## src/common/chan_switch_pkg.sv

```systemverilog
// constants and carriers for the i2c channel switch
// assumes a 100 MHz system clock sampling the upstream bus
package chan_switch_pkg;
  localparam int          NUM_CHAN      = 8;
  localparam int          NUM_STRAP     = 3;
  localparam logic [7:0]  MASK_RESET    = 8'h00;
  localparam logic [3:0]  ADDR_FIXED    = 4'he;
  localparam int          BYTE_BITS     = 8;
  localparam logic [3:0]  LAST_BIT_IDX  = 4'h7;
  localparam logic [3:0]  ZERO_BIT_IDX  = 4'h0;

  // sampled upstream bus events, one system clock wide; sda is the sampled level
  typedef struct packed {
    logic start;
    logic stop;
    logic scl_rise;
    logic scl_fall;
    logic sda;
  } bus_evt_s;
endpackage

```

## src/design/bus_sampler.sv

```systemverilog
// bus_sampler: synchronises upstream scl/sda and finds bus events
// assumes both pins are asynchronous to clk_in
`timescale 1ns/1ps
module bus_sampler (
  input  wire logic                      clk_in,
  input  wire logic                      srst_in,
  input  wire logic                      scl_in,
  input  wire logic                      sda_in,
  output chan_switch_pkg::bus_evt_s      evt_out
);
  import chan_switch_pkg::*;

  logic [1:0] scl_sync_ff, nxt_scl_sync;
  logic [1:0] sda_sync_ff, nxt_sda_sync;
  logic       scl_old_ff,  nxt_scl_old;
  logic       sda_old_ff,  nxt_sda_old;
  bus_evt_s   evt_ff,      nxt_evt;

  always_comb begin
    // first stage read only by the second stage
    nxt_scl_sync = {scl_sync_ff[0], scl_in};
    nxt_sda_sync = {sda_sync_ff[0], sda_in};
    nxt_scl_old  = scl_sync_ff[1];
    nxt_sda_old  = sda_sync_ff[1];
    nxt_evt.sda      = sda_sync_ff[1];
    nxt_evt.scl_rise = scl_sync_ff[1] & ~scl_old_ff;
    nxt_evt.scl_fall = ~scl_sync_ff[1] & scl_old_ff;
    nxt_evt.start    = scl_sync_ff[1] & scl_old_ff
                       & sda_old_ff & ~sda_sync_ff[1];
    nxt_evt.stop     = scl_sync_ff[1] & scl_old_ff
                       & ~sda_old_ff & sda_sync_ff[1];
  end

  always_ff @(posedge clk_in) begin
    if (srst_in) begin
      scl_sync_ff <= 2'h3;
      sda_sync_ff <= 2'h3;
      scl_old_ff  <= 1'b1;
      sda_old_ff  <= 1'b1;
      evt_ff      <= '0;
    end else begin
      scl_sync_ff <= nxt_scl_sync;
      sda_sync_ff <= nxt_sda_sync;
      scl_old_ff  <= nxt_scl_old;
      sda_old_ff  <= nxt_sda_old;
      evt_ff      <= nxt_evt;
    end
  end

  assign evt_out = evt_ff;
endmodule

```

## src/design/chan_switch.sv

```systemverilog
// chan_switch: i2c slave holding an 8-bit channel enable mask
// assumes upstream scl/sda are asynchronous pins, open drain;
// downstream connection is done by analog pass gates steered by
// chan_connect_out
// Summary of operation
// - byte after own address ack is stored
// - mask writable and readable over i2c
// - each mask bit enables one channel
// - any number of channels may be enabled
// - new selection connects only after stop
// - several bytes written: last one kept
// - all channels off at power up
// - straps set low address bits
// - disabled channels stay isolated from upstream
`timescale 1ns/1ps
module chan_switch #(
  parameter int N_CHAN  = chan_switch_pkg::NUM_CHAN,
  parameter int N_STRAP = chan_switch_pkg::NUM_STRAP
) (
  input  wire logic                  clk_in,
  input  wire logic                  srst_in,
  input  wire logic                  scl_in,
  input  wire logic                  sda_in,
  output logic                       sda_oe_n_out,
  input  wire logic [N_STRAP-1:0]    addr_strap_in,
  output logic [N_CHAN-1:0]          chan_connect_out,
  output logic [N_CHAN-1:0]          channel_enable_mask_out
);
  import chan_switch_pkg::*;

  typedef enum logic [2:0] {
    ST_IDLE = 3'b000,
    ST_ADDR = 3'b001,
    ST_AACK = 3'b010,
    ST_WRB  = 3'b011,
    ST_WACK = 3'b100,
    ST_RDB  = 3'b101,
    ST_RACK = 3'b110
  } slv_state_e;

  bus_evt_s            evt;
  slv_state_e          st_ff,     nxt_st;
  logic [3:0]          bit_ff,    nxt_bit;
  logic [7:0]          shift_ff,  nxt_shift;
  logic [N_CHAN-1:0]   mask_ff,   nxt_mask;
  logic [N_CHAN-1:0]   conn_ff,   nxt_conn;
  logic                pend_ff,   nxt_pend;
  logic                oe_n_ff,   nxt_oe_n;
  logic [N_STRAP-1:0]  strap_ff,  nxt_strap;
  logic                strap_ok_ff, nxt_strap_ok;
  logic [N_STRAP-1:0]  strap_meta_ff, nxt_strap_meta;
  logic [N_STRAP-1:0]  strap_sync_ff, nxt_strap_sync;
  logic [6:0]          own_addr;

  bus_sampler u_sampler (
    .clk_in  (clk_in),
    .srst_in (srst_in),
    .scl_in  (scl_in),
    .sda_in  (sda_in),
    .evt_out (evt)
  );

  // fixed upper bits, straps fill the low ones
  assign own_addr = {ADDR_FIXED[3:0], {(3 - N_STRAP){1'b0}}, strap_ff};

  always_comb begin
    nxt_st       = st_ff;
    nxt_bit      = bit_ff;
    nxt_shift    = shift_ff;
    nxt_mask     = mask_ff;
    nxt_conn     = conn_ff;
    nxt_pend     = pend_ff;
    nxt_oe_n     = oe_n_ff;
    // straps are pins: two flops before any logic reads them
    nxt_strap_meta = addr_strap_in;
    nxt_strap_sync = strap_meta_ff;
    // straps caught once after reset release
    nxt_strap    = strap_ok_ff ? strap_ff : strap_sync_ff;
    nxt_strap_ok = 1'b1;
    if (evt.stop) begin
      nxt_st   = ST_IDLE;
      nxt_oe_n = 1'b1;
      if (pend_ff) begin
        nxt_conn = mask_ff;
        nxt_pend = 1'b0;
      end
    end else if (evt.start) begin
      // repeated start too; bus assumed idle first
      nxt_st   = ST_ADDR;
      nxt_bit  = ZERO_BIT_IDX;
      nxt_oe_n = 1'b1;
    end else begin
      unique case (st_ff)
        ST_IDLE: begin
        end
        ST_ADDR: begin
          if (evt.scl_rise) begin
            nxt_shift = {shift_ff[6:0], evt.sda};
            nxt_bit   = bit_ff + 4'h1;
          end else if (evt.scl_fall && bit_ff == LAST_BIT_IDX + 4'h1) begin
            if (shift_ff[7:1] == own_addr) begin
              nxt_st   = ST_AACK;
              nxt_oe_n = 1'b0;
            end else begin
              nxt_st = ST_IDLE;
            end
          end
        end
        ST_AACK: begin
          if (evt.scl_fall) begin
            nxt_bit = ZERO_BIT_IDX;
            if (shift_ff[0]) begin
              nxt_st    = ST_RDB;
              nxt_shift = {{(8 - N_CHAN){1'b0}}, mask_ff};
              nxt_oe_n  = mask_ff[N_CHAN-1];
            end else begin
              nxt_st   = ST_WRB;
              nxt_oe_n = 1'b1;
            end
          end
        end
        ST_WRB: begin
          if (evt.scl_rise) begin
            nxt_shift = {shift_ff[6:0], evt.sda};
            nxt_bit   = bit_ff + 4'h1;
          end else if (evt.scl_fall && bit_ff == LAST_BIT_IDX + 4'h1) begin
            // each new byte overwrites, last one wins
            nxt_mask = shift_ff[N_CHAN-1:0];
            nxt_pend = 1'b1;
            nxt_st   = ST_WACK;
            nxt_oe_n = 1'b0;
          end
        end
        ST_WACK: begin
          // ack driven; scl fall returns to ST_WRB for another byte
          if (evt.scl_fall) begin
            nxt_st   = ST_WRB;
            nxt_bit  = ZERO_BIT_IDX;
            nxt_oe_n = 1'b1;
          end
        end
        ST_RDB: begin
          if (evt.scl_fall) begin
            if (bit_ff == LAST_BIT_IDX) begin
              nxt_st   = ST_RACK;
              nxt_oe_n = 1'b1;
            end else begin
              nxt_shift = {shift_ff[6:0], 1'b0};
              nxt_bit   = bit_ff + 4'h1;
              nxt_oe_n  = shift_ff[6];
            end
          end
        end
        ST_RACK: begin
          if (evt.scl_rise) begin
            nxt_shift[0] = evt.sda;
          end else if (evt.scl_fall) begin
            nxt_bit = ZERO_BIT_IDX;
            if (shift_ff[0]) begin
              nxt_st = ST_IDLE; // nack ends the read
            end else begin
              nxt_st    = ST_RDB;
              nxt_shift = {{(8 - N_CHAN){1'b0}}, mask_ff};
              nxt_oe_n  = mask_ff[N_CHAN-1];
            end
          end
        end
        default: begin
          nxt_st   = ST_IDLE;
          nxt_oe_n = 1'b1;
        end
      endcase
    end
  end

  always_ff @(posedge clk_in) begin
    // synchroniser left unreset so it is full when reset lifts
    strap_meta_ff <= nxt_strap_meta;
    strap_sync_ff <= nxt_strap_sync;
    if (srst_in) begin
      st_ff       <= ST_IDLE;
      bit_ff      <= ZERO_BIT_IDX;
      shift_ff    <= '0;
      mask_ff     <= MASK_RESET[N_CHAN-1:0];
      conn_ff     <= MASK_RESET[N_CHAN-1:0];
      pend_ff     <= 1'b0;
      oe_n_ff     <= 1'b1;
      strap_ff    <= '0;
      strap_ok_ff <= 1'b0;
    end else begin
      st_ff       <= nxt_st;
      bit_ff      <= nxt_bit;
      shift_ff    <= nxt_shift;
      mask_ff     <= nxt_mask;
      conn_ff     <= nxt_conn;
      pend_ff     <= nxt_pend;
      oe_n_ff     <= nxt_oe_n;
      strap_ff    <= nxt_strap;
      strap_ok_ff <= nxt_strap_ok;
    end
  end

  // zero bits keep pass gates open, isolating channels
  assign chan_connect_out        = conn_ff;
  assign channel_enable_mask_out = mask_ff;
  assign sda_oe_n_out            = oe_n_ff;
endmodule

```

## config.mk

```make
export PLATFORM = sky130hd
export DESIGN_NAME = chan_switch
export DESIGN_NICKNAME = d
export VERILOG_FILES = /design/src/common/chan_switch_pkg.sv /design/src/design/bus_sampler.sv /design/src/design/chan_switch.sv
export SDC_FILE = /design/constraint.sdc
export NUM_CORES = 1
export LEC_CHECK = 0
export CORE_ASPECT_RATIO = 0.75
export CORE_MARGIN = 1.5
export CORE_UTILIZATION = 40
export CTS_BUF_LIST = sky130_fd_sc_hd__clkbuf_4 sky130_fd_sc_hd__clkbuf_8
export DETAILED_ROUTE_END_ITERATION = 10
export DONT_BUFFER_PORTS = 1
export GPL_TIMING_DRIVEN = 1
export PLACE_DENSITY_LB_ADDON = 0.15
export SETUP_SLACK_MARGIN = 0.05
export SLEW_MARGIN = 20
export SYNTH_ARGS = -nofsm -noshare
export SYNTH_HDL_FRONTEND = slang
export SYNTH_SLANG_ARGS = --single-unit
```

## constraint.sdc

```tcl
create_clock -name clk_in -period 1.8 [get_ports clk_in]
set_input_delay 0.09 -clock clk_in [delete_from_list [all_inputs] [get_ports clk_in]]
set_output_delay 0.09 -clock clk_in [all_outputs]
set_load 0.005 [all_outputs]
```

; Word-level counts from Yosys, hierarchy flattened
; Cells that the tools add are included.
; Widths: inputs -> output; s select.
[word_totals]
regBits = 54
input_bits = 7
out_inout_bits = 17
[classes]
addsub = 1
eq_ne = 38
n_mux = 47
bitwise = 15
reduce_logical = 17
[ops]
columns = op, n
row1 = $mux 8, 7
row2 = $mux 3, 12
row3 = $reduce_and 11->1, 3
row4 = $pmux 8 s4, 1
row5 = $mux 4, 6
row6 = $ne 3x2->1 const B, 7
row7 = $pmux 3 s7, 1
row8 = $ne 2x2->1 const B, 10
row9 = $ne 3x1->1 const B, 6
row10 = $mux 1, 16
row11 = $pmux 4 s4, 1
row12 = $ne 2x1->1 const B, 6
row13 = $reduce_and 12->1, 1
row14 = $eq 3x3->1 const B, 3
row15 = $not 1->1, 8
row16 = $reduce_and 8->1, 1
row17 = $and 1x1->1, 7
row18 = $eq 7x7->1, 1
row19 = $mux 7, 1
row20 = $pmux 1 s7, 1
row21 = $eq 3x2->1 const B, 2
row22 = $reduce_and 6->1, 1
row23 = $reduce_or 2->1, 3
row24 = $reduce_and 5->1, 1
row25 = other kinds (12), 12

; Depth between registers and ports, before layout
[depth]
ltp_word = 6
depth_mapped = 8

; Hierarchy
; From an unflattened synthesis, not the netlist that was laid out.
[unflattened]
hier_cells = 266
hier_area_um2 = 2394.8
[modules_own_cells]
columns = module, n_inst, cells_per_inst, area_each_um2, seq_area_each_um2
row1 = chan_switch, 1, 242, 2069.5, 860.8
row2 = bus_sampler, 1, 24, 325.3, 220.2

; Worst setup path after synthesis
; Ideal clock, no wire load.
[synth_timing]
path_kind = register to register
start = reg bit_ff[0]
end = reg bit_ff[1]
arrival_ns = 1.530
required_time_ns = 1.672
path_slack_ns = 0.142
path_stages_with_launch = 8
path_buffers = 1
period_less_slack_ns = 1.658
path_cell_list = dfxtp_1 -> ha_1 -> and3b_1 -> o211ai_4 -> buf_6 -> a31oi_2 -> o211ai_1 -> o41ai_2
[synth_via]
elab_chain_len = 5
word_cells_on_any_way = 9
cone_classes = add/sub: 1 / eq/ne: 2 / mux: 5 / reduce/logical: 1
[synth_rtl]
columns = item, line
row1 = start: declaration, chan_switch.sv:43  ; logic [3:0] bit_ff, nxt_bit;
row2 = start signal: assignment, chan_switch.sv:192  ; bit_ff <= nxt_bit;
row3 = $add 4x1->4, "chan_switch.sv:99, chan_switch.sv:125, chan_switch.sv:149"
row4 = $mux 4, chan_switch.sv:144  ; if (bit_ff == LAST_BIT_IDX) begin
row5 = $mux 4, chan_switch.sv:143  ; if (evt.scl_fall) begin
row6 = $pmux 4 s4, chan_switch.sv:93  ; unique case (st_ff)
row7 = $mux 4, chan_switch.sv:87  ; end else if (evt.start) begin
; Parallel ways exist; a longest one is shown, timed or not. The select of a mux whose other input is x is not followed.
; A chain may end at the register's enable or synchronous reset.

; Worst setup path in the final report
[layout_timing]
start = reg st_ff[0]
end = reg bit_ff[0]
[layout_via]
elab_chain_len = 4
word_cells_on_any_way = 16
cone_classes = eq/ne: 10 / mux: 2 / reduce/logical: 4
[layout_rtl]
columns = item, line
row1 = start: declaration, chan_switch.sv:42  ; slv_state_e st_ff, nxt_st;
row2 = start signal: assignment, chan_switch.sv:191  ; st_ff <= nxt_st;
row3 = "$eq 3x2->1, or another cell as far along", chan_switch.sv:93
row4 = $reduce_or 2->1 (no source line), -
row5 = "$ne 3x1->1 (no source line), or another cell as far along", -
row6 = $reduce_and 6->1 (no source line) or $mux 4 (tied branches), -
; Parallel ways exist; a longest one is shown, timed or not.

==> results by group <==
Placed design
  – Detailed placer's ending HPWL: 4190 µm
  – Port-buffer cells: 0
  – Area after DPL: 0.00274 mm²
  – Placement-stage worst setup slack: -0.0364 ns
  – Final weighted congestion in routability-driven placement: 0.871
  – Count of placed standard cells including taps: 366

CTS
  – Deepest clock path buffer count: 2
  – TritonCTS clock tree: done
  – TritonCTS Buffers: 5
  – # clock sinks: 54
  – Clock tree root driver cell: sky130_fd_sc_hd__clkbuf_8
  – Post-CTS clock slew at the launch and capture registers of the worst setup and hold paths: 0.10 ns
  – Insertion delay to the later sink of the worst-skew pair: 0.30 ns
  – Deepest level of the CTS H-tree: 2

Drt
  – Antenna Violating Nets Remaining: 0
  – Wire length per cell after detailed routing: 15.8 µm
  – Via count: 2,142
  – Count of TritonRoute iterations in the first routing pass: 5
  – Drt first-iter violations: 151
  – DRC violation count after routing: 0
  – Detailed-route wire length: 6020 µm
  – Mean number of vias per cell: 5.61

Final layout
  – Signed area change from the synthesized netlist to the final layout: 20.0%
  – Final standard cell count with taps included and fillers excluded: 382
  – Antenna cell count: 0
  – Post-layout utilization of the core: 50.9%
  – Share of final-layout standard cells stronger than drive strength 1: 26.3%
  – Layout filler cell count: 575
  – Design area: 0.00303 mm²
  – Final net count: 312

Global routing
  – Grt ovf: 0
  – Maximum number of pins on one net before global-route repair: 40
  – Global-route wire length before repair: 9740 µm
  – Global Route Usage Sum: 18.4%
  – Initial antenna violation count: 0
  – Vias in the first global route: 1,946

Power and ir drop
  – Psw: 0.531 mW
  – Standby leakage power: 1.16 nW
  – Switching power share of the total: 25.0%
  – PnR Total Power: 2.12 mW
  – Highest ir drop seen on vdd: 0.471 mV
  – Internal power of the cells: 1.59 mW
  – Power per Cell Area: 702 mW/mm²
  – Clock network fraction of design power: 33.2%
  – Relative contribution of sequential cells to total power: 58.9%
  – Share of total power in combinational logic: 7.9%

Floorplan
  – DIE AREA: 0.00679 mm²
  – I/O pin count: 24
  – Starting density of the core: 42.4%
  – Die Width: 94.7 µm
  – Row count: 24
  – Core Area: 0.00595 mm²
  – Vert. Die Dim: 71.8 µm

Setup path
  – Data required time at the worst endpoint: 1.99 ns
  – Crit Path Class: flop to flop
  – Startpoint of the worst register-to-register path: st_ff[0]
  – Depth of the most critical reg-to-reg path: 6
  – Worst r2r dst: bit_ff[0]
  – Reg2Reg Setup Slack: 0.09 ns
  – Highest net fanout along the worst path: 8
  – Critical Path Source Type: flop
  – Arrival time at the worst endpoint: 1.91 ns
  – Worst Setup End Kind: flop

Min path
  – Hold/Removal Path Class: input pin to flop
  – Number of instances on the worst hold path: 3
  – Capture endpoint of the worst hold path: bit_ff[2]
  – Hold Startpoint: srst_in

STA
  – Accumulated negative setup slack: 0 ns
  – RSZ-0062 raised after global routing: true
  – Period Utilization, post-route: 95.2%
  – Highest achievable clock rate: 583 MHz
  – Final setup vio count: 0
  – Normalized max-slew margin: 62.3%
  – Final Skew: 0.00625 ns
  – Final Hold Viols: 0
  – Final period demand of the worst path: 1.71 ns
  – Worst Hold Margin: 0.0299 ns
  – Final Worst Setup Slack: 0.0861 ns
  – Measured slew at the worst slew-check pin: 0.560 ns
  – Max-slew violation total from the final report: 0

Synthesis
  – Net count after synthesis: 284
  – Post-Synthesis Mean Instance Area: 9.17 µm²
  – Synth cell count leaders: sky130_fd_sc_hd__dfxtp_1 (54), sky130_fd_sc_hd__nor2_1 (20), sky130_fd_sc_hd__nand2_1 (16)
  – Synth top area cells: sky130_fd_sc_hd__dfxtp_1 (43%), sky130_fd_sc_hd__mux2i_1 (4.4%), sky130_fd_sc_hd__a31oi_1 (3.2%)
  – Number of distinct library cell variants in the gate-level netlist after synthesis: 60
  – Number of enable-type register cells in the synthesized netlist: 0
  – Area of the mapped netlist: 0.00252 mm²
  – Flop and latch count out of synthesis: 54
  – Part of the Yosys area used for sequential elements: 42.9%
  – Post-synth top area cell: sky130_fd_sc_hd__dfxtp_1
  – Primary flip-flop cell chosen by synthesis mapping: sky130_fd_sc_hd__dfxtp_1
  – Count of warnings emitted by yosys: 0
  – Async set or reset register ratio after synthesis: 0%
  – Proportion of netlist area held by the largest area contributor: 42.9%
  – Number of standard cells after synthesis: 275
  – Most instantiated library cell after synthesis: sky130_fd_sc_hd__dfxtp_1

Job
  – Max-cap violation count: 0

Run status
  – Status: complete, no violations
-- layer usage --
metal  part of all wire, %  GRT usage, %  up-vias  wire (µm)
met1                    51          28.2     1008       3100
met5                     0             0        -          0
met3                   6.2          4.25        4        371
met4                  0.51          3.81        0         31
met2                    42          26.2       71       2520
li1                      -             -     1059          -
-- worst max-delay path, stage by stage (launching register included) --
cell and delay [ns]:
sky130_fd_sc_hd__dfxtp_1 0.42, sky130_fd_sc_hd__buf_4 0.21, sky130_fd_sc_hd__o21ai_0 0.47, sky130_fd_sc_hd__a41oi_2 0.22
sky130_fd_sc_hd__buf_4 0.17, sky130_fd_sc_hd__nand2_1 0.05, sky130_fd_sc_hd__o21ai_0 0.07
-- placed cells by master, fill, tap and decap left out, types with 5 or more instances in the layout --
cell type / netlist / final
sky130_fd_sc_hd__dfxtp_1: 54 / 50
sky130_fd_sc_hd__buf_4: 1 / 32
sky130_fd_sc_hd__nor2_1: 20 / 20
sky130_fd_sc_hd__nand2_1: 16 / 16
sky130_fd_sc_hd__nand3_1: 14 / 14
sky130_fd_sc_hd__a31oi_1: 13 / 13
sky130_fd_sc_hd__o21ai_0: 14 / 12
sky130_fd_sc_hd__a21oi_1: 12 / 12
sky130_fd_sc_hd__mux2i_1: 11 / 11
sky130_fd_sc_hd__nor3_1: 11 / 10
sky130_fd_sc_hd__inv_1: 9 / 9
sky130_fd_sc_hd__nor2b_1: 7 / 7
sky130_fd_sc_hd__a211oi_2: 1 / 7
sky130_fd_sc_hd__or2_2: 6 / 6
sky130_fd_sc_hd__clkbuf_8: 0 / 5
sky130_fd_sc_hd__dlygate4sd3_1: 0 / 5
-- state kept, by name (all words and copies together) (netlist names), 4 cells and up --
| signal | flops |
|---|---|
| chan_connect_out | 8 |
| shift_ff | 8 |
| bit_ff | 4 |
| channel_enable_mask_out | 8 |
| u_sampler.evt_out | 5 |
-- what timing repair did --
action                                 in CTS  in global routing
setup buffers                               0                  2
hold buffers                                6                  0
resized for setup                           2                 23
setup endpoints to repair                  10                 22
pin swaps                                   0                 14
endpoints found under the hold margin      42                  0
gates cloned                                0                  0
-- area by class of cell --
cell class | count | area, µm² | share of cell area [%]
Multi-Input combinational cell | 192 | 1370 | 45.3
Tap cell | 78 | 97.6 | 3.23
Clock buffer | 5 | 68.8 | 2.27
Sequential cell | 54 | 1090 | 36.0
Timing Repair Buffer | 40 | 333 | 11.0
Inverter | 10 | 37.5 | 1.24
Clock inverter | 3 | 28.8 | 0.951
-- how the worst max path moves through the flow --
stage,end,slack (ns),depth (start not counted),from
floorplan,bit_ff[1],0.14,7,bit_ff[0]
global placement,bit_ff[3],-0.01,7,st_ff[1]
detailed placement,shift_ff[5],-0.04,5,st_ff[2]
CTS,bit_ff[3],0.06,6,bit_ff[0]
global route,shift_ff[1],0.01,6,bit_ff[0]
finish,bit_ff[0],0.09,6,st_ff[0]
-- power by group through the flow --
stage          Sequential, mW  Combinational, mW  Clock [mW]
2_1_floorplan            1.27              0.103           0
4_1_cts                  1.25              0.154       0.735
5_1_grt                  1.25              0.183       0.784
6_report                 1.25              0.168       0.705
3_3_place_gp             1.28              0.127           0
3_5_place_dp             1.28              0.127           0
-- cell families after synthesis --
logic type	after synthesis	share of synthesized area, %
XOR/XNOR	4	1.39
adder cells (fa/ha/maj)	2	0.992
multiplexers	13	5.36
flip-flops	54	42.9
buffers and inverters	29	6.20
AND/OR/NAND/NOR	101	22.1
AO/OA/AOI/OAI	72	21.0
Note: power is estimated with default switching activity, not from simulation.
